File: config.mk
export PLATFORM = sky130hd
export DESIGN_NAME = spg_top
export DESIGN_NICKNAME = d
export VERILOG_FILES = /design/src/logic/spg_top_end.sv /design/src/logic/spg_pkg.sv /design/src/logic/spg_fifo.sv /design/src/logic/spg_sync.sv /design/src/logic/spg_top.sv
export SDC_FILE = /design/constraint.sdc
export NUM_CORES = 1
export LEC_CHECK = 0
export BUFFER_PORTS_ARGS = -buffer_cell sky130_fd_sc_hd__buf_2
export CORE_MARGIN = 4
export CORE_UTILIZATION = 59
export DETAILED_ROUTE_END_ITERATION = 7
export GPL_TIMING_DRIVEN = 0
export HOLD_SLACK_MARGIN = 0.05
export PLACE_DENSITY = 0.91
export SLEW_MARGIN = 20
export SYNTH_ARGS = -nofsm -noshare
export SYNTH_HDL_FRONTEND = slang
export SYNTH_HIERARCHICAL = 1
export SYNTH_SLANG_ARGS = --single-unit
File: constraint.sdc
create_clock -name clk -period 7.05 [get_ports clk]
set_input_delay 0.3525 -clock clk [delete_from_list [all_inputs] [get_ports clk]]
set_output_delay 0.3525 -clock clk [all_outputs]
set_load 0.01 [all_outputs]
File: src/logic/spg_top_end.sv
// spare design source; holds no logic
`timescale 1ns/1ps
`default_nettype none
`default_nettype wire
File: src/logic/spg_pkg.sv
// package: constants, types and address decode for the spi tx gap / debug halt block
package spg_pkg;

    ////////////////////////////////////////////////////////////////////////////
    // widths and depths
    localparam int ADDR_W     = 32;
    localparam int DATA_W     = 32;
    localparam int WORD_BITS  = 8;
    localparam int BITS_W     = 4;
    localparam int GAP_W      = 8;
    localparam int FIFO_DEPTH = 4;
    localparam int FIFO_AW    = 2;
    localparam int CNT_W      = 3;
    localparam int IDX_W      = 16;
    localparam int IDX_SHIFT  = 2;

    ////////////////////////////////////////////////////////////////////////////
    // register indices; the byte address is four times the index
    localparam logic [IDX_W-1:0] IDX_GAP_CTRL  = 16'h704C;
    localparam logic [IDX_W-1:0] IDX_SUSP_CTRL = 16'h704F;
    localparam logic [IDX_W-1:0] IDX_MODE_CTRL = 16'h7040;
    localparam logic [IDX_W-1:0] IDX_TX_DATA   = 16'h7041;
    localparam logic [IDX_W-1:0] IDX_STATUS    = 16'h7042;

    ////////////////////////////////////////////////////////////////////////////
    // field positions, reset values and counting constants
    localparam int SUSP_FREE_POS = 4;
    localparam int SUSP_SOFT_POS = 5;
    localparam int MODE_FIFO_POS = 0;
    localparam logic [GAP_W-1:0]  GAP_RST   = 8'h00;
    localparam logic [GAP_W-1:0]  GAP_ONE   = 8'h01;
    localparam logic [BITS_W-1:0] WORD_LEN  = 4'h8;
    localparam logic [BITS_W-1:0] BIT_ONE   = 4'h1;
    localparam logic [CNT_W-1:0]  CNT_ONE   = 3'h1;
    localparam logic [CNT_W-1:0]  CNT_FULL  = 3'h4;

    ////////////////////////////////////////////////////////////////////////////
    // types
    typedef enum logic [1:0] {
        SPG_IDLE  = 2'b00,
        SPG_SHIFT = 2'b01,
        SPG_GAP   = 2'b10
    } spg_state_t;

    typedef struct packed {
        logic             halted;
        logic             draining;
        logic [CNT_W-1:0] fifo_count;
        logic             hold_full;
        logic             busy;
    } spg_status_t;

    // word-aligned hit on one register index
    function automatic logic spg_hit(input logic [ADDR_W-1:0] addr,
                                     input logic [IDX_W-1:0]  idx);
        return (addr[ADDR_W-1:IDX_W+IDX_SHIFT] == '0) &&
               (addr[IDX_SHIFT-1:0] == '0) &&
               (addr[IDX_W+IDX_SHIFT-1:IDX_SHIFT] == idx);
    endfunction

endpackage

File: src/logic/spg_fifo.sv
// small transmit fifo holding words ahead of the shift register
`timescale 1ns/1ps
`default_nettype none
module spg_fifo
    import spg_pkg::*;
(
    input  wire logic                 clk,
    input  wire logic                 nrst,
    input  wire logic                 push,
    input  wire logic [WORD_BITS-1:0] push_data,
    input  wire logic                 pop,
    output logic      [WORD_BITS-1:0] pop_data,
    output logic      [CNT_W-1:0]     count,
    output logic                      full,
    output logic                      empty
);
    logic [WORD_BITS-1:0] mem [FIFO_DEPTH];
    logic [FIFO_AW-1:0]   wptr;
    logic [FIFO_AW-1:0]   next_wptr;
    logic [FIFO_AW-1:0]   rptr;
    logic [FIFO_AW-1:0]   next_rptr;
    logic [CNT_W-1:0]     next_count;
    logic                 do_push;
    logic                 do_pop;

    // pointer and count update; refused push or pop changes nothing
    always_comb begin
        do_push    = push & ~full;
        do_pop     = pop & ~empty;
        next_wptr  = do_push ? wptr + 1'b1 : wptr;
        next_rptr  = do_pop ? rptr + 1'b1 : rptr;
        next_count = count;
        if (do_push && !do_pop) begin
            next_count = count + CNT_ONE;
        end else if (do_pop && !do_push) begin
            next_count = count - CNT_ONE;
        end
    end

    always_ff @(posedge clk) begin
        if (!nrst) begin
            wptr  <= '0;
            rptr  <= '0;
            count <= '0;
        end else begin
            wptr  <= next_wptr;
            rptr  <= next_rptr;
            count <= next_count;
        end
    end

    // storage array, written only on an accepted push
    always_ff @(posedge clk) begin
        if (do_push) begin
            mem[wptr] <= push_data;
        end
    end

    assign pop_data = mem[rptr];
    assign full     = (count == CNT_FULL);
    assign empty    = (count == '0);
endmodule
`default_nettype wire

File: src/logic/spg_sync.sv
// two-flop synchroniser with rising-edge detect for the serial clock pin
`timescale 1ns/1ps
`default_nettype none
module spg_sync
    import spg_pkg::*;
(
    input  wire logic clk,
    input  wire logic nrst,
    input  wire logic async_in,
    output logic      rise
);
    logic meta;
    logic next_meta;
    logic sync;
    logic next_sync;
    logic last;
    logic next_last;

    // sample chain; meta is read by sync alone
    always_comb begin
        next_meta = async_in;
        next_sync = meta;
        next_last = sync;
    end

    always_ff @(posedge clk) begin
        if (!nrst) begin
            meta <= 1'b0;
            sync <= 1'b0;
            last <= 1'b0;
        end else begin
            meta <= next_meta;
            sync <= next_sync;
            last <= next_last;
        end
    end

    // one-cycle pulse per serial clock rising edge
    assign rise = sync & ~last;
endmodule
`default_nettype wire

File: src/logic/spg_top.sv
// spi transmit path with fifo-mode inter-word gap and debug halt handling, apb registers
//
// Our own choice: the APB interface to the registers.
`timescale 1ns/1ps
`default_nettype none
module spg_top
    import spg_pkg::*;
(
    input  wire logic              clk,
    input  wire logic              nrst,
    input  wire logic              psel,
    input  wire logic              penable,
    input  wire logic              pwrite,
    input  wire logic [ADDR_W-1:0] paddr,
    input  wire logic [DATA_W-1:0] pwdata,
    output var  logic [DATA_W-1:0] prdata,
    output logic                   pready,
    output logic                   pslverr,
    input  wire logic              serial_clock_pin,
    input  wire logic              debug_halt_request,
    output var  logic              serial_data_out
);
    logic [GAP_W-1:0]     tx_gap_cycles;
    logic [GAP_W-1:0]     next_gap_cycles;
    logic                 halt_soft_bit;
    logic                 next_soft_bit;
    logic                 halt_free_bit;
    logic                 next_free_bit;
    logic                 fifo_mode;
    logic                 next_fifo_mode;
    logic [WORD_BITS-1:0] tx_holding_buffer;
    logic [WORD_BITS-1:0] next_holding;
    logic                 hold_full;
    logic                 next_hold_full;
    logic [WORD_BITS-1:0] shift_register;
    logic [WORD_BITS-1:0] next_shift;
    logic [BITS_W-1:0]    pending_shift_bits;
    logic [BITS_W-1:0]    next_pending;
    logic [GAP_W-1:0]     gap_left;
    logic [GAP_W-1:0]     next_gap_left;
    spg_state_t           state;
    spg_state_t           next_state;
    logic                 drain;
    logic                 next_drain;
    logic                 halt_d;
    logic                 next_halt_d;
    logic                 next_sdo;
    logic [DATA_W-1:0]    next_prdata;
    logic [DATA_W-1:0]    rd_mux;
    logic                 sclk_rise;
    logic                 wr_en;
    logic                 setup_rd;
    logic                 mapped;
    logic                 tx_push;
    logic                 fifo_push;
    logic                 fifo_pop;
    logic [WORD_BITS-1:0] fifo_data;
    logic [CNT_W-1:0]     fifo_count;
    logic                 fifo_full;
    logic                 fifo_empty;
    logic                 hold_write;
    logic                 hold_take;
    logic                 src_avail;
    logic                 soft_mode;
    logic                 freeze_mode;
    logic                 halt_rise;
    logic                 word_started;
    logic                 drain_now;
    logic                 run;
    logic                 load;
    spg_status_t          status;

    ////////////////////////////////////////////////////////////////////////////
    // serial clock pin sampling and transmit fifo

    spg_sync u_sync (
        .clk      (clk),
        .nrst     (nrst),
        .async_in (serial_clock_pin),
        .rise     (sclk_rise)
    );

    spg_fifo u_fifo (
        .clk       (clk),
        .nrst      (nrst),
        .push      (fifo_push),
        .push_data (pwdata[WORD_BITS-1:0]),
        .pop       (fifo_pop),
        .pop_data  (fifo_data),
        .count     (fifo_count),
        .full      (fifo_full),
        .empty     (fifo_empty)
    );

    ////////////////////////////////////////////////////////////////////////////
    // apb decode; zero wait states, unmapped access answers with pslverr

    assign wr_en    = psel & penable & pwrite;
    assign setup_rd = psel & ~penable & ~pwrite;
    assign mapped   = spg_hit(paddr, IDX_GAP_CTRL) | spg_hit(paddr, IDX_SUSP_CTRL) |
                      spg_hit(paddr, IDX_MODE_CTRL) | spg_hit(paddr, IDX_TX_DATA) |
                      spg_hit(paddr, IDX_STATUS);
    assign pready   = 1'b1;
    assign pslverr  = psel & penable & ~mapped;
    assign tx_push  = wr_en & spg_hit(paddr, IDX_TX_DATA);

    ////////////////////////////////////////////////////////////////////////////
    // halt response decode

    assign soft_mode    = halt_soft_bit & ~halt_free_bit;
    assign freeze_mode  = ~halt_soft_bit & ~halt_free_bit;
    assign halt_rise    = debug_halt_request & ~halt_d;
    assign word_started = (state == SPG_SHIFT) && (pending_shift_bits != WORD_LEN);
    assign drain_now    = drain | (halt_rise & word_started);
    // free runs always, freeze stops at once, soft runs only while draining
    assign run = halt_free_bit | ~debug_halt_request |
                 (soft_mode & drain_now);
    assign src_avail  = fifo_mode ? ~fifo_empty : hold_full;
    assign fifo_push  = tx_push & fifo_mode;
    assign fifo_pop   = load & fifo_mode;
    assign hold_take  = load & ~fifo_mode;
    assign hold_write = tx_push & ~fifo_mode & (~hold_full | hold_take);

    ////////////////////////////////////////////////////////////////////////////
    // register file next values

    always_comb begin
        next_gap_cycles = tx_gap_cycles;
        next_soft_bit   = halt_soft_bit;
        next_free_bit   = halt_free_bit;
        next_fifo_mode  = fifo_mode;
        next_holding    = hold_write ? pwdata[WORD_BITS-1:0] : tx_holding_buffer;
        next_hold_full  = (hold_full & ~hold_take) | hold_write; // write wins
        if (wr_en && spg_hit(paddr, IDX_GAP_CTRL)) begin
            next_gap_cycles = pwdata[GAP_W-1:0];
        end
        if (wr_en && spg_hit(paddr, IDX_SUSP_CTRL)) begin
            next_soft_bit = pwdata[SUSP_SOFT_POS];
            next_free_bit = pwdata[SUSP_FREE_POS];
        end
        if (wr_en && spg_hit(paddr, IDX_MODE_CTRL)) begin
            next_fifo_mode = pwdata[MODE_FIFO_POS];
        end
    end

    // read data captured in the setup cycle, stable through the access phase
    always_comb begin
        status.halted     = debug_halt_request & ~run;
        status.draining   = drain;
        status.fifo_count = fifo_count;
        status.hold_full  = hold_full;
        status.busy       = (state != SPG_IDLE);
        rd_mux = '0;
        if (spg_hit(paddr, IDX_GAP_CTRL)) begin
            rd_mux[GAP_W-1:0] = tx_gap_cycles;
        end
        if (spg_hit(paddr, IDX_SUSP_CTRL)) begin
            rd_mux[SUSP_SOFT_POS] = halt_soft_bit;
            rd_mux[SUSP_FREE_POS] = halt_free_bit;
        end
        if (spg_hit(paddr, IDX_MODE_CTRL)) begin
            rd_mux[MODE_FIFO_POS] = fifo_mode;
        end
        if (spg_hit(paddr, IDX_STATUS)) begin
            rd_mux[$bits(spg_status_t)-1:0] = status;
        end
        next_prdata = setup_rd ? rd_mux : prdata;
    end

    ////////////////////////////////////////////////////////////////////////////
    // soft-stop drain tracking

    always_comb begin
        next_halt_d = debug_halt_request;
        next_drain  = drain;
        if (!debug_halt_request || !soft_mode) begin
            next_drain = 1'b0;
        end else if (halt_rise && word_started) begin
            next_drain = 1'b1;
        end else if (drain && state == SPG_IDLE && !src_avail) begin
            next_drain = 1'b0;
        end
    end

    ////////////////////////////////////////////////////////////////////////////
    // shifter and gap sequencer; nothing advances while run is low

    always_comb begin
        next_state    = state;
        next_shift    = shift_register;
        next_pending  = pending_shift_bits;
        next_gap_left = gap_left;
        next_sdo      = serial_data_out;
        load          = 1'b0;
        unique case (state)
            SPG_IDLE: begin
                load = run & src_avail;
            end
            SPG_SHIFT: begin
                if (run && sclk_rise) begin
                    next_sdo     = shift_register[WORD_BITS-1];
                    next_shift   = {shift_register[WORD_BITS-2:0], 1'b0};
                    next_pending = pending_shift_bits - BIT_ONE;
                    if (pending_shift_bits == BIT_ONE) begin
                        if (fifo_mode && tx_gap_cycles != GAP_RST) begin
                            next_state    = SPG_GAP;
                            next_gap_left = tx_gap_cycles;
                        end else begin
                            next_state = SPG_IDLE;
                            load       = src_avail;
                        end
                    end
                end
            end
            SPG_GAP: begin
                if (run && sclk_rise) begin
                    next_gap_left = gap_left - GAP_ONE;
                    if (gap_left == GAP_ONE) begin
                        next_state = SPG_IDLE;
                        load       = src_avail;
                    end
                end
            end
            default: begin
                next_state = SPG_IDLE;
            end
        endcase
        if (load) begin
            next_state   = SPG_SHIFT;
            next_shift   = fifo_mode ? fifo_data : tx_holding_buffer;
            next_pending = WORD_LEN;
        end
    end

    ////////////////////////////////////////////////////////////////////////////
    // state registers

    always_ff @(posedge clk) begin
        if (!nrst) begin
            tx_gap_cycles      <= GAP_RST;
            halt_soft_bit      <= 1'b0;
            halt_free_bit      <= 1'b0;
            fifo_mode          <= 1'b0;
            tx_holding_buffer  <= '0;
            hold_full          <= 1'b0;
            shift_register     <= '0;
            pending_shift_bits <= '0;
            gap_left           <= GAP_RST;
            state              <= SPG_IDLE;
            drain              <= 1'b0;
            halt_d             <= 1'b0;
            serial_data_out    <= 1'b0;
            prdata             <= '0;
        end else begin
            tx_gap_cycles      <= next_gap_cycles;
            halt_soft_bit      <= next_soft_bit;
            halt_free_bit      <= next_free_bit;
            fifo_mode          <= next_fifo_mode;
            tx_holding_buffer  <= next_holding;
            hold_full          <= next_hold_full;
            shift_register     <= next_shift;
            pending_shift_bits <= next_pending;
            gap_left           <= next_gap_left;
            state              <= next_state;
            drain              <= next_drain;
            halt_d             <= next_halt_d;
            serial_data_out    <= next_sdo;
            prdata             <= next_prdata;
        end
    end
endmodule
`default_nettype wire

==> out/results.env, run 1 <==
RUN_STATUS='finished, final reports clean'
LAYOUT-AREA-OVERHEAD-VS-SYNTH_PCT=14.3
SYNTH.TOP_CELL.AREA_SHARE=0.262
YS.FLOP_TYPE='sky130_fd_sc_hd__dfxtp_1'
YOSYS_WARNINGS=6
GRT_PASS1_WL_MM=19.9
NUMBER_OF_SYNTHESIZED_REGISTER_BITS=97
FMAXACHIEVABLE_MHz=264
MOST_REPEATED_CELL_IN_THE_GATE_LEVEL_NETLIST_AFTER_SYNTHESIS='sky130_fd_sc_hd__dfxtp_1'
CELL_AREA_AFTER_SYNTHESIS_SQ_UM=4960
CTS_SETUP_BUFFERS=0
YS_SEQ_AREA_FRAC=0.456
INITIAL_UTILIZATION=0.604
POSTSYNTHAREAPERCELL_SQ_UM=10.1
POST_CTS_RESIZE_COUNT=0
NUM_VIAS=4140
WORST_IR_DROP_ON_VDD_uV=143
SETUP.WORST_PATH.CLASS='flop to flop'
MIN-DELAY-START='serial_clock_pin'
LAYOUT.CELLS.NON_FILLER=688
WORST_CLOCK_SKEW_NS=0.0111
CRIT_PATH_END_KIND='flop'
R2R_CELLS=16
GP_CONGESTION=0.873
SYNTH.LARGEST_AREA_CELL='sky130_fd_sc_hd__dfxtp_1'
DP_HPWL_MM=8.66
WHS_ENDPOINT='u_sync/meta'
POSTPLACECELLAREA_SQ_UM=5450
POWER.STATIC_LEAKAGE_uW=0.00226
DETAILED_ROUTER_S_FIRST_ITERATION_VIOLATION_COUNT=438
TIMING.MAX_SLEW.REL_SLACK=0.486
POST-ROUTE-DRC-COUNT=0
SYNTH_TOP_FAMILY_BY_AREA='simple AND/OR/NAND/NOR gates'
CRITPATHMAXFANOUT=10
SYNTH.CELLS.MOST_FREQUENT='sky130_fd_sc_hd__dfxtp_1 (65), sky130_fd_sc_hd__nand2_1 (54), sky130_fd_sc_hd__edfxtp_1 (32), sky130_fd_sc_hd__mux2i_1 (32), sky130_fd_sc_hd__nor2_1 (31)'
HOLD-PATH-CELL-COUNT=2
FIRST_GLOBAL_VIAS=4141
FINALSETUPVIOLCOUNT=0
SETUP-TNS-FINAL_NS=0
BOUNDARYPINS=106
TIMING.CRITICAL_PATH.CELLS='inv_1, ha_1, clkbuf_1, nand4b_1, o211ai_2, nand2b_1, o21bai_1, buf_2, nor2_1, o31ai_2, ha_1, inv_1, fa_1, xor2_1, or3_1, a21boi_1'
DIE_AREA_SQ_UM=9940
FINAL_NETS=663
SYNTH_COMPOUND_AREA_FRAC=0.127
MAX_CAP_VIOLATIONS=0
MAX_SLEW.WORST_PIN.SLEW_NS=0.769
TIMING.REG2REG.SETUP_SLACK_NS=3.26
CTS_TREE='done'
TIMING.RR.START='state[1]'
FIN_CRIT_SH=0.538
SYNTH_SIMPLE_GATE_AREA_FRAC=0.175
POWER.DENSITY_CELL_AREA_nW_PER_UM2=183
LAYOUT_MIN_CYCLE_TIME_NS=3.79
WORST_EP_REQUIRED_TIME_NS=7.36
PLACEMENTROWS=33
WORST_SETUP_PATH_START_KIND='flop'
HOLD_PATH_CLASS='input port to flop'
GRT_MAX_DEGREE=20
SYN_INST=490
FINAL_MAX_SLEW_VIOL_COUNT=0
CLKSLEWWORSTSETUPHOLDPATHS_NS=0.11
SYNTHXORXNORAREAFRAC=0.0106
FP.COREAREA_SQ_UM=8220
ANT_NETS=0
POST_SYNTHESIS_MUX_AREA_SHARE=0.119
WIRE_LENGTH_PER_CELL_UM=17.4
WORST_SKEW_PAIR.LATE_LATENCY_NS=0.38
ADDER_CELL_AREA_SHARE_OF_THE_YOSYS_NETLIST=0.0368
DIE_W_UM=99.7
MAXIMUM_BUFFER_DEPTH_OF_THE_CLOCK_TREE=2
FINAL_TOTAL_POWER_uW=1040
WIRELENGTH_MM=11.9
HTREE_LEVELS=3
YS_TYPES=71
FINAL_CELL_AREA_SQ_UM=5670
FILLERS=591
EDFF_COUNT_SYNTH=32
DP_CELLS=672
PLACEMENT.IO_BUFFERS=54
CPPEAKSTAGEDELAY_NS=0.41
CRIT_PATH_TOP_DELAY_CELL='sky130_fd_sc_hd__dfxtp_1'
ANTENNADIODECOUNT=0
FLOORPLAN.DIE.HEIGHT_UM=99.7
CRITICAL_PATH_ARRIVAL_NS=4.10
RR_ENDPOINT='u_fifo/count[2]'
VIA_PER_INST=6.02
CLK_ROOT_BUFFER_CELL='sky130_fd_sc_hd__clkbuf_8'
GLOBALROUTEOVERFLOWTOTAL=0
GRT_ANTENNA_BEFORE_REPAIR=0
POSTCTSHOLDBUFS=0
TRACK_USAGE=0.253
RSZ0062_AT_GRT='false'
DRIVE_GT1_FRAC=0.223
LARGEST_CELLS_BY_AREA_AFTER_SYNTHESIS='sky130_fd_sc_hd__dfxtp_1 (26%), sky130_fd_sc_hd__edfxtp_1 (19%), sky130_fd_sc_hd__mux2i_1 (6.5%)'
SYNTH_ASYNC_SR_FLOP_SHARE=0
DRTPASS1ITERATIONS=5
HOLD_VIOLATIONS=0
CLKSINKCOUNT=97
CTS_BUFFERS=9
report_power, final:
part | internal [uW] | switching [uW] | total (uW)
Combinational | 26.1 | 37.6 | 63.6
Clock | 175 | 219 | 394
Sequential | 578 | 1.35 | 580
logic make-up (layout without fill, tap and decap cells):
kind of cell / after synthesis / in the layout
xor+xnor: 6 / 6
other cells: 2 / 25
buf+inv: 70 / 140
simple gates: 162 / 162
mux: 48 / 48
fa+ha+maj: 14 / 14
compound gates: 91 / 91
flops: 97 / 97
flip-flops by register name (all words and copies together) (netlist names), 2 cells and up, named ones only:
signal	count
shift_register	8
u_fifo/rptr	2
state	2
gap_left	8
tx_holding_buffer	8
prdata	8
u_fifo/count	3
tx_gap_cycles	8
u_fifo/mem	32
pending_shift_bits	4
u_fifo/wptr	2
critical path, delay by kind of cell, from the launching register on:
family	cells	cell delay (ns)
flip-flops	1	0.41
AND/OR/NAND/NOR	4	0.85
buffers and inverters	4	0.76
adder cells (fa/ha/maj)	3	0.80
AO/OA/AOI/OAI	4	0.74
XOR/XNOR	1	0.15
worst max path at each step:
stage	cells after the start	slack, ns	from	end
final	16	3.26	state[1]	u_fifo/count[2]
after global routing	16	3.09	state[1]	u_fifo/count[2]
after CTS	16	3.33	state[1]	u_fifo/count[2]
after detailed placement	14	3.33	paddr[28]	u_fifo/count[2]
after global placement	14	3.51	paddr[28]	u_fifo/count[2]
after floorplan	13	3.84	paddr[28]	u_fifo/count[2]
area by class of cell:
| class | count | area (sq um) | share of cell area |
|---|---|---|---|
| plain buffers | 46 | 278 | 0.0490 |
| well taps | 105 | 131 | 0.0232 |
| flip-flops and latches | 97 | 2260 | 0.399 |
| repair buffers | 54 | 270 | 0.0477 |
| clock buffers | 9 | 124 | 0.0218 |
| clock inverters | 7 | 98.8 | 0.0174 |
| inverters | 24 | 90.1 | 0.0159 |
| multi-input cells | 346 | 2420 | 0.426 |
layout by cell type, fill, tap and decap left out, types with 3 or more instances in the layout:
cell,count
sky130_fd_sc_hd__nor4b_1,3
sky130_fd_sc_hd__o21ai_0,13
sky130_fd_sc_hd__dfxtp_1,65
sky130_fd_sc_hd__clkbuf_8,9
sky130_fd_sc_hd__mux2_2,8
sky130_fd_sc_hd__o22ai_1,10
sky130_fd_sc_hd__and2_1,12
sky130_fd_sc_hd__buf_4,25
sky130_fd_sc_hd__nor2_1,31
sky130_fd_sc_hd__and3_1,3
sky130_fd_sc_hd__clkbuf_1,15
sky130_fd_sc_hd__ha_1,13
sky130_fd_sc_hd__a21oi_1,25
sky130_fd_sc_hd__nor3_1,4
sky130_fd_sc_hd__xnor2_1,4
sky130_fd_sc_hd__nand3_1,8
sky130_fd_sc_hd__nor2b_1,8
sky130_fd_sc_hd__o21a_1,3
sky130_fd_sc_hd__conb_1,25
sky130_fd_sc_hd__nand2_1,54
sky130_fd_sc_hd__nand2b_1,3
sky130_fd_sc_hd__o32ai_1,5
sky130_fd_sc_hd__a31oi_1,5
sky130_fd_sc_hd__nand4_1,6
sky130_fd_sc_hd__edfxtp_1,32
sky130_fd_sc_hd__mux4_2,8
sky130_fd_sc_hd__inv_1,24
sky130_fd_sc_hd__nor4_1,10
sky130_fd_sc_hd__a21boi_0,3
sky130_fd_sc_hd__mux2i_1,32
sky130_fd_sc_hd__buf_2,57
stage by stage:
step	worst slack [ns]	hold WS, ns	utilization
detailed placement	3.33	0.427	0.663
CTS	3.33	0.173	0.690
finish	3.26	0.175	0.690
global placement	3.51	0.417	0.663
floorplan	3.84	0.406	-
global route	3.09	0.189	0.690
layer usage:
| metal | wire length, um | up-vias | global-route usage |
|---|---|---|---|
| li1 | - | 1907 | - |
| met5 | 0 | - | 0 |
| met4 | 392 | 0 | 0.117 |
| met2 | 5770 | 257 | 0.419 |
| met1 | 4720 | 1937 | 0.318 |
| met3 | 1060 | 39 | 0.0491 |
No activity file was read; power rests on OpenSTA's default activity.
==> run 2: changes to the inputs <==
Settings changed: CORE_UTILIZATION 59 to 55, PLACE_DENSITY 0.91 to 0.86.
Clock period 7.05 ns to 3.74 ns, I/O delays scaled along.
==> out/results.env, run 2 (same netlist as run 1, synthesis figures left out) <==
RUN_STATUS='finished, final reports clean'
MOST_COMMON_CELL_AFTER_LAYOUT_FILL_AND_TAPS_ASIDE='sky130_fd_sc_hd__dfxtp_1'
FP.COREAREA_SQ_UM=8760  # +6.7%
USE_MET3=0.0447  # -0.00443
NUM_VIAS=4027  # -2.7%
GRT_BUSIEST_LAYER='met2'
SHARE_COMB_OF_TOTAL_POWER=0.064  # +0.003
FINAL_TOTAL_POWER_uW=1910  # +84%
CRIT_PATH_END_KIND='flop'
LAYOUT-AREA-OVERHEAD-VS-SYNTH_PCT=15.2
GRT_PASS1_WL_MM=18.3  # -8.4%
WORST_EP_REQUIRED_TIME_NS=4.06  # -3.30 ns
HTREE_LEVELS=3  # unchanged
SWITCHING_POWER_uW=502  # +95%
POST-ROUTE-DRC-COUNT=0  # unchanged
MAX_SLEW.WORST_PIN.SLEW_NS=0.637  # -0.132 ns
GRT_MAX_DEGREE=21  # +5.0%
CTS_TREE='done'
CLKSINKCOUNT=97  # unchanged
INITIAL_UTILIZATION=0.566  # -0.0377
TIMING.MAX_SLEW.REL_SLACK=0.571  # +0.0854
DRTPASS1ITERATIONS=5  # unchanged
PLACEMENT.IO_BUFFERS=54  # unchanged
TIMING.RR.START='state[1]'
P_INT_uW=1410  # +81%
FRACTION_OF_POWER_SPENT_SWITCHING_NETS=0.263  # +0.0139
DP_HPWL_MM=8.44  # -2.6%
RR_ENDPOINT='u_fifo/count[2]'
CLK_ROOT_BUFFER_CELL='sky130_fd_sc_hd__clkbuf_8'
DIE_W_UM=103  # +3.3%
CTS_SETUP_BUFFERS=0  # unchanged
REG_WITH_MOST_FFS='u_fifo/mem'
CRITPATHMAXFANOUT=10  # unchanged
RSZ0062_AT_GRT='false'
ANTENNADIODECOUNT=0  # unchanged
SETUP-TNS-FINAL_NS=0  # unchanged
FILLERS=673  # +14%
POWER.DENSITY_CELL_AREA_nW_PER_UM2=334  # +83%
PLACEMENTROWS=34  # +3.0%
FIN_CRIT_SH=0.937  # +0.399
WIRE_LENGTH_PER_CELL_UM=16.8  # -3.2%
CLOCKPOWERSHARE=0.364  # -0.016
DETAILED_ROUTER_S_FIRST_ITERATION_VIOLATION_COUNT=223  # -49%
R2R_CELLS=15  # -1
DRIVE_GT1_FRAC=0.225  # +0.00227
WORST_SKEW_PAIR.LATE_LATENCY_NS=0.39  # about the same
CTS_BUFFERS=9  # unchanged
LARGEST_REGISTER_FFS=32  # unchanged
FIRST_GLOBAL_VIAS=3761  # -9.2%
MAX_CAP_VIOLATIONS=0  # unchanged
FINALSETUPVIOLCOUNT=0  # unchanged
GROUTE.LAYER.MET1.USAGE=0.290  # -0.0280
FLOORPLAN.DIE.HEIGHT_UM=103  # +3.3%
WIRELENGTH_MM=11.7  # -2.4%
HOLD_VIOLATIONS=0  # unchanged
MOST-COMMON-LAYOUT-CELLS='sky130_fd_sc_hd__dfxtp_1 (65), sky130_fd_sc_hd__buf_2 (56), sky130_fd_sc_hd__nand2_1 (54)'
FIN_HOLD_WS_NS=0.0685  # -0.106 ns
CRIT_START='state[1]'
SETUP.WORST_PATH.CLASS='flop to flop'
DIE_AREA_SQ_UM=10600  # +6.7%
HOLD_PATH_CLASS='input port to flop'
GRT_ANTENNA_BEFORE_REPAIR=0  # unchanged
FINAL_NETS=666  # +0.45%
TRACK_USAGE=0.225  # -0.0273
FMAXACHIEVABLE_MHz=285  # +8.2%
CRITICAL_PATH_ARRIVAL_NS=3.83  # -0.27 ns
WORST_IR_DROP_ON_VDD_uV=219  # +53%
CLKSLEWWORSTSETUPHOLDPATHS_NS=0.11  # about the same
TIMING.REG2REG.SETUP_SLACK_NS=0.24  # -3.02 ns
PWR-SHARE-SEQ=0.572  # +0.013
BOUNDARYPINS=106  # unchanged
CRIT_END='u_fifo/count[2]'
MAXIMUM_BUFFER_DEPTH_OF_THE_CLOCK_TREE=2  # unchanged
FINAL_MAX_SLEW_VIOL_COUNT=0  # unchanged
LAYOUT_MIN_CYCLE_TIME_NS=3.50  # -0.286 ns
WORST_CLOCK_SKEW_NS=0.0153  # +0.00424 ns
MET2_USAGE=0.365  # -0.0541
ANT_NETS=0  # unchanged
GLOBALROUTEOVERFLOWTOTAL=0  # unchanged
GP_CONGESTION=0.913  # +4.6%
VIA_PER_INST=5.80  # -3.6%
WORST_SETUP_PATH_START_KIND='flop'
POWER.STATIC_LEAKAGE_uW=0.00227  # +0.50%
[run 2: final cells by class]
class	instances	area, sq um	area share
Clock buffer	9	124	0.0217
Multi-Input combinational cell	346	2430	0.426
Sequential cell	97	2260	0.396
Clock inverter	7	83.8	0.0147
Timing Repair Buffer	58	310	0.0543
Tap cell	108	135	0.0236
Inverter	24	90.1	0.0158
Buffer	45	277	0.0484
[run 2: how the worst min path moves through the flow]
stage                startpoint          endpoint  slack, ns  depth (start not counted)
2_1_floorplan         pwdata[0]  u_fifo/mem[0][0]       0.29                          0
3_3_place_gp   serial_clock_pin       u_sync/meta       0.41                          2
3_5_place_dp   serial_clock_pin       u_sync/meta       0.40                          2
4_1_cts               pwdata[3]  u_fifo/mem[1][3]       0.06                          1
5_1_grt               pwdata[0]  u_fifo/mem[2][0]       0.07                          1
6_report              pwdata[3]  u_fifo/mem[1][3]       0.07                          1
[run 2: critical path: stages, from the launching register on]
cell,delay [ns]
sky130_fd_sc_hd__dfxtp_1,0.37
sky130_fd_sc_hd__inv_1,0.12
sky130_fd_sc_hd__ha_1,0.35
sky130_fd_sc_hd__nand4b_1,0.21
sky130_fd_sc_hd__o211ai_4,0.34
sky130_fd_sc_hd__nand2b_1,0.17
sky130_fd_sc_hd__o21bai_2,0.27
sky130_fd_sc_hd__clkbuf_4,0.25
sky130_fd_sc_hd__nor2_1,0.21
sky130_fd_sc_hd__o31ai_2,0.13
sky130_fd_sc_hd__ha_1,0.23
sky130_fd_sc_hd__inv_1,0.07
sky130_fd_sc_hd__fa_1,0.17
sky130_fd_sc_hd__xor2_1,0.08
sky130_fd_sc_hd__or3_1,0.31
sky130_fd_sc_hd__a21boi_1,0.14
[run 2: timing repair]
item	CTS	global route
gates resized for setup	0	4
endpoints found under the setup margin	0	2
hold buffers	3	1
endpoints found under the hold margin	6	4
[run 2: power groups by stage]
stage | registers [uW] | logic [uW] | clock network, uW
6_report | 1090 | 122 | 696
3_5_place_dp | 1120 | 115 | 0
3_3_place_gp | 1120 | 113 | 0
5_1_grt | 1090 | 133 | 746
4_1_cts | 1090 | 118 | 704
2_1_floorplan | 1120 | 65.2 | 0
[run 2: through the flow]
stage / utilization / instance area, sq um / setup WS, ns / std cells
3_3_place_gp: 0.622 / 5450 / 0.258 / 675
5_1_grt: 0.652 / 5720 / 0.0570 / 694
4_1_cts: 0.649 / 5690 / 0.0657 / 694
6_report: 0.652 / 5720 / 0.235 / 694
3_5_place_dp: 0.622 / 5450 / 0.168 / 675
2_1_floorplan: - / 5050 / 0.612 / 513
[run 2: metal layers]
layer  up-vias  routed length, um
li1       1902                  -
met1      1891               4880
met2       208               5570
met3        26                868
met4         0                341
met5         -                  0
==> run 3: changes to the inputs <==
Settings changed: RECOVER_POWER set to 50.
==> out/results.env, run 3 (same netlist as run 1, synthesis figures left out) <==
RUN_STATUS='finished, final reports clean'
LAYOUT-AREA-OVERHEAD-VS-SYNTH_PCT=14.4
MOST_COMMON_CELL_AFTER_LAYOUT_FILL_AND_TAPS_ASIDE='sky130_fd_sc_hd__dfxtp_1'
CLKSLEWWORSTSETUPHOLDPATHS_NS=0.11  # about the same
GLOBALROUTEOVERFLOWTOTAL=0  # unchanged
DETAILED_ROUTER_S_FIRST_ITERATION_VIOLATION_COUNT=271  # +22%
WORST_CLOCK_SKEW_NS=0.0142  # -0.00114 ns
GRT_ANTENNA_BEFORE_REPAIR=0  # unchanged
BOUNDARYPINS=106  # unchanged
CTS_BUFFERS=9  # unchanged
P_INT_uW=1410  # -0.16%
MAXIMUM_BUFFER_DEPTH_OF_THE_CLOCK_TREE=2  # unchanged
POST-ROUTE-DRC-COUNT=0  # unchanged
GP_CONGESTION=0.913  # unchanged
POWER.DENSITY_CELL_AREA_nW_PER_UM2=337  # +0.65%
SWITCHING_POWER_uW=502  # about the same
WORST_IR_DROP_ON_VDD_uV=217  # -0.98%
REG_WITH_MOST_FFS='u_fifo/mem'
SHARE_COMB_OF_TOTAL_POWER=0.063  # about the same
MOST-COMMON-LAYOUT-CELLS='sky130_fd_sc_hd__dfxtp_1 (65), sky130_fd_sc_hd__nand2_1 (54), sky130_fd_sc_hd__buf_2 (37)'
FIN_HOLD_WS_NS=0.148  # +0.0799 ns
DIE_W_UM=103  # unchanged
CTS_SETUP_BUFFERS=0  # unchanged
LARGEST_REGISTER_FFS=32  # unchanged
INITIAL_UTILIZATION=0.566  # unchanged
WIRELENGTH_MM=11.6  # -0.44%
TRACK_USAGE=0.225  # unchanged
WORST_SKEW_PAIR.LATE_LATENCY_NS=0.39  # about the same
DIE_AREA_SQ_UM=10600  # unchanged
FINAL_NETS=666  # unchanged
WORST_SETUP_PATH_START_KIND='flop'
ANT_NETS=0  # unchanged
HOLD_PATH_CLASS='input port to flop'
SETUP.WORST_PATH.CLASS='flop to flop'
CRIT_PATH_END_KIND='flop'
FRACTION_OF_POWER_SPENT_SWITCHING_NETS=0.263  # +0.000461
NUM_VIAS=4052  # +0.62%
HTREE_LEVELS=3  # unchanged
R2R_CELLS=15  # unchanged
MAX_CAP_VIOLATIONS=0  # unchanged
LAYOUT_MIN_CYCLE_TIME_NS=3.48  # -0.0215 ns
CLOCKPOWERSHARE=0.365  # about the same
CRITPATHMAXFANOUT=10  # unchanged
PLACEMENT.IO_BUFFERS=54  # unchanged
GRT_MAX_DEGREE=21  # unchanged
FINALSETUPVIOLCOUNT=0  # unchanged
DRIVE_GT1_FRAC=0.188  # -0.0375
SETUP-TNS-FINAL_NS=0  # unchanged
CRITICAL_PATH_ARRIVAL_NS=3.80  # -0.03 ns
CLKSINKCOUNT=97  # unchanged
ANTENNADIODECOUNT=0  # unchanged
CTS_TREE='done'
FIN_CRIT_SH=0.931  # -0.00576
DP_HPWL_MM=8.44  # unchanged
WORST_EP_REQUIRED_TIME_NS=4.06  # about the same
PLACEMENTROWS=34  # unchanged
RSZ0062_AT_GRT='false'
FINAL_MAX_SLEW_VIOL_COUNT=0  # unchanged
VIA_PER_INST=5.84  # +0.62%
DRTPASS1ITERATIONS=7  # +2
MAX_SLEW.WORST_PIN.SLEW_NS=0.902  # +0.265 ns
FMAXACHIEVABLE_MHz=287  # +0.62%
FLOORPLAN.DIE.HEIGHT_UM=103  # unchanged
GRT_PASS1_WL_MM=18.3  # unchanged
PWR-SHARE-SEQ=0.572  # about the same
TIMING.MAX_SLEW.REL_SLACK=0.397  # -0.175
CLK_ROOT_BUFFER_CELL='sky130_fd_sc_hd__clkbuf_8'
FILLERS=687  # +2.1%
POWER.STATIC_LEAKAGE_uW=0.00220  # -3.3%
WIRE_LENGTH_PER_CELL_UM=16.7  # -0.44%
FP.COREAREA_SQ_UM=8760  # unchanged
HOLD-PATH-CELL-COUNT=3  # +2
HOLD_VIOLATIONS=0  # unchanged
FIRST_GLOBAL_VIAS=3761  # unchanged
## run 3: area by class of cell
type / instances / area, sq um / share of cell area
multi-input combinational: 346 / 2420 / 0.427
tap: 108 / 135 / 0.0238
buffer: 45 / 269 / 0.0474
timing repair buffer: 58 / 287 / 0.0505
clock buffer: 9 / 124 / 0.0218
clock inverter: 7 / 83.8 / 0.0148
sequential: 97 / 2260 / 0.399
inverter: 24 / 90.1 / 0.0159
## run 3: through the flow
| step | setup WS, ns | instance area [sq um] | std cells | util | total power, uW |
|---|---|---|---|---|---|
| after floorplan | 0.612 | 5050 | 513 | - | 1180 |
| final | 0.257 | 5670 | 694 | 0.647 | 1910 |
| after global placement | 0.258 | 5450 | 675 | 0.622 | 1230 |
| after CTS | 0.0657 | 5690 | 694 | 0.649 | 1920 |
| after global routing | 0.0570 | 5670 | 694 | 0.647 | 1970 |
| after detailed placement | 0.168 | 5450 | 675 | 0.622 | 1230 |
## run 3: final timing paths
kind                                start                    to  slack, ns
worst max register to register   state[1]       u_fifo/count[2]       0.26
worst min register to register  prdata[7]             prdata[7]       0.46
worst min-delay path            pwdata[3]  tx_holding_buffer[3]       0.15
worst max-delay path             state[1]       u_fifo/count[2]       0.26
## run 3: power by group through the flow
stage / clock [uW] / sequential [uW] / combinational [uW]
3_5_place_dp: 0 / 1120 / 115
4_1_cts: 704 / 1090 / 118
6_report: 697 / 1090 / 119
5_1_grt: 746 / 1090 / 130
2_1_floorplan: 0 / 1120 / 65.2
3_3_place_gp: 0 / 1120 / 113
## run 3: repair_timing
action                                  4_1_cts  5_1_grt
hold endpoints to repair                      6        4
endpoints found under the setup margin        0        2
gates resized for setup                       0        4
hold buffers                                  3        1
## run 3: per-layer routing
layer  vias to the layer above  global-route usage  routed length [um]
li1                       1910                   -                   -
met1                      1900               0.290                4800
met2                       216               0.365                5500
met3                        26              0.0447                 967
met4                         0               0.107                 341
met5                         -                   0                   0
## run 3: critical path, stage by stage, from the launching register on
cell,delay [ns]
sky130_fd_sc_hd__dfxtp_1,0.37
sky130_fd_sc_hd__inv_1,0.12
sky130_fd_sc_hd__ha_1,0.35
sky130_fd_sc_hd__nand4b_1,0.21
sky130_fd_sc_hd__o211ai_4,0.34
sky130_fd_sc_hd__nand2b_1,0.17
sky130_fd_sc_hd__o21bai_2,0.27
sky130_fd_sc_hd__clkbuf_4,0.25
sky130_fd_sc_hd__nor2_1,0.21
sky130_fd_sc_hd__o31ai_2,0.14
sky130_fd_sc_hd__ha_1,0.23
sky130_fd_sc_hd__inv_1,0.07
sky130_fd_sc_hd__fa_1,0.17
sky130_fd_sc_hd__xor2_1,0.07
sky130_fd_sc_hd__or3_1,0.31
sky130_fd_sc_hd__a21boi_1,0.14
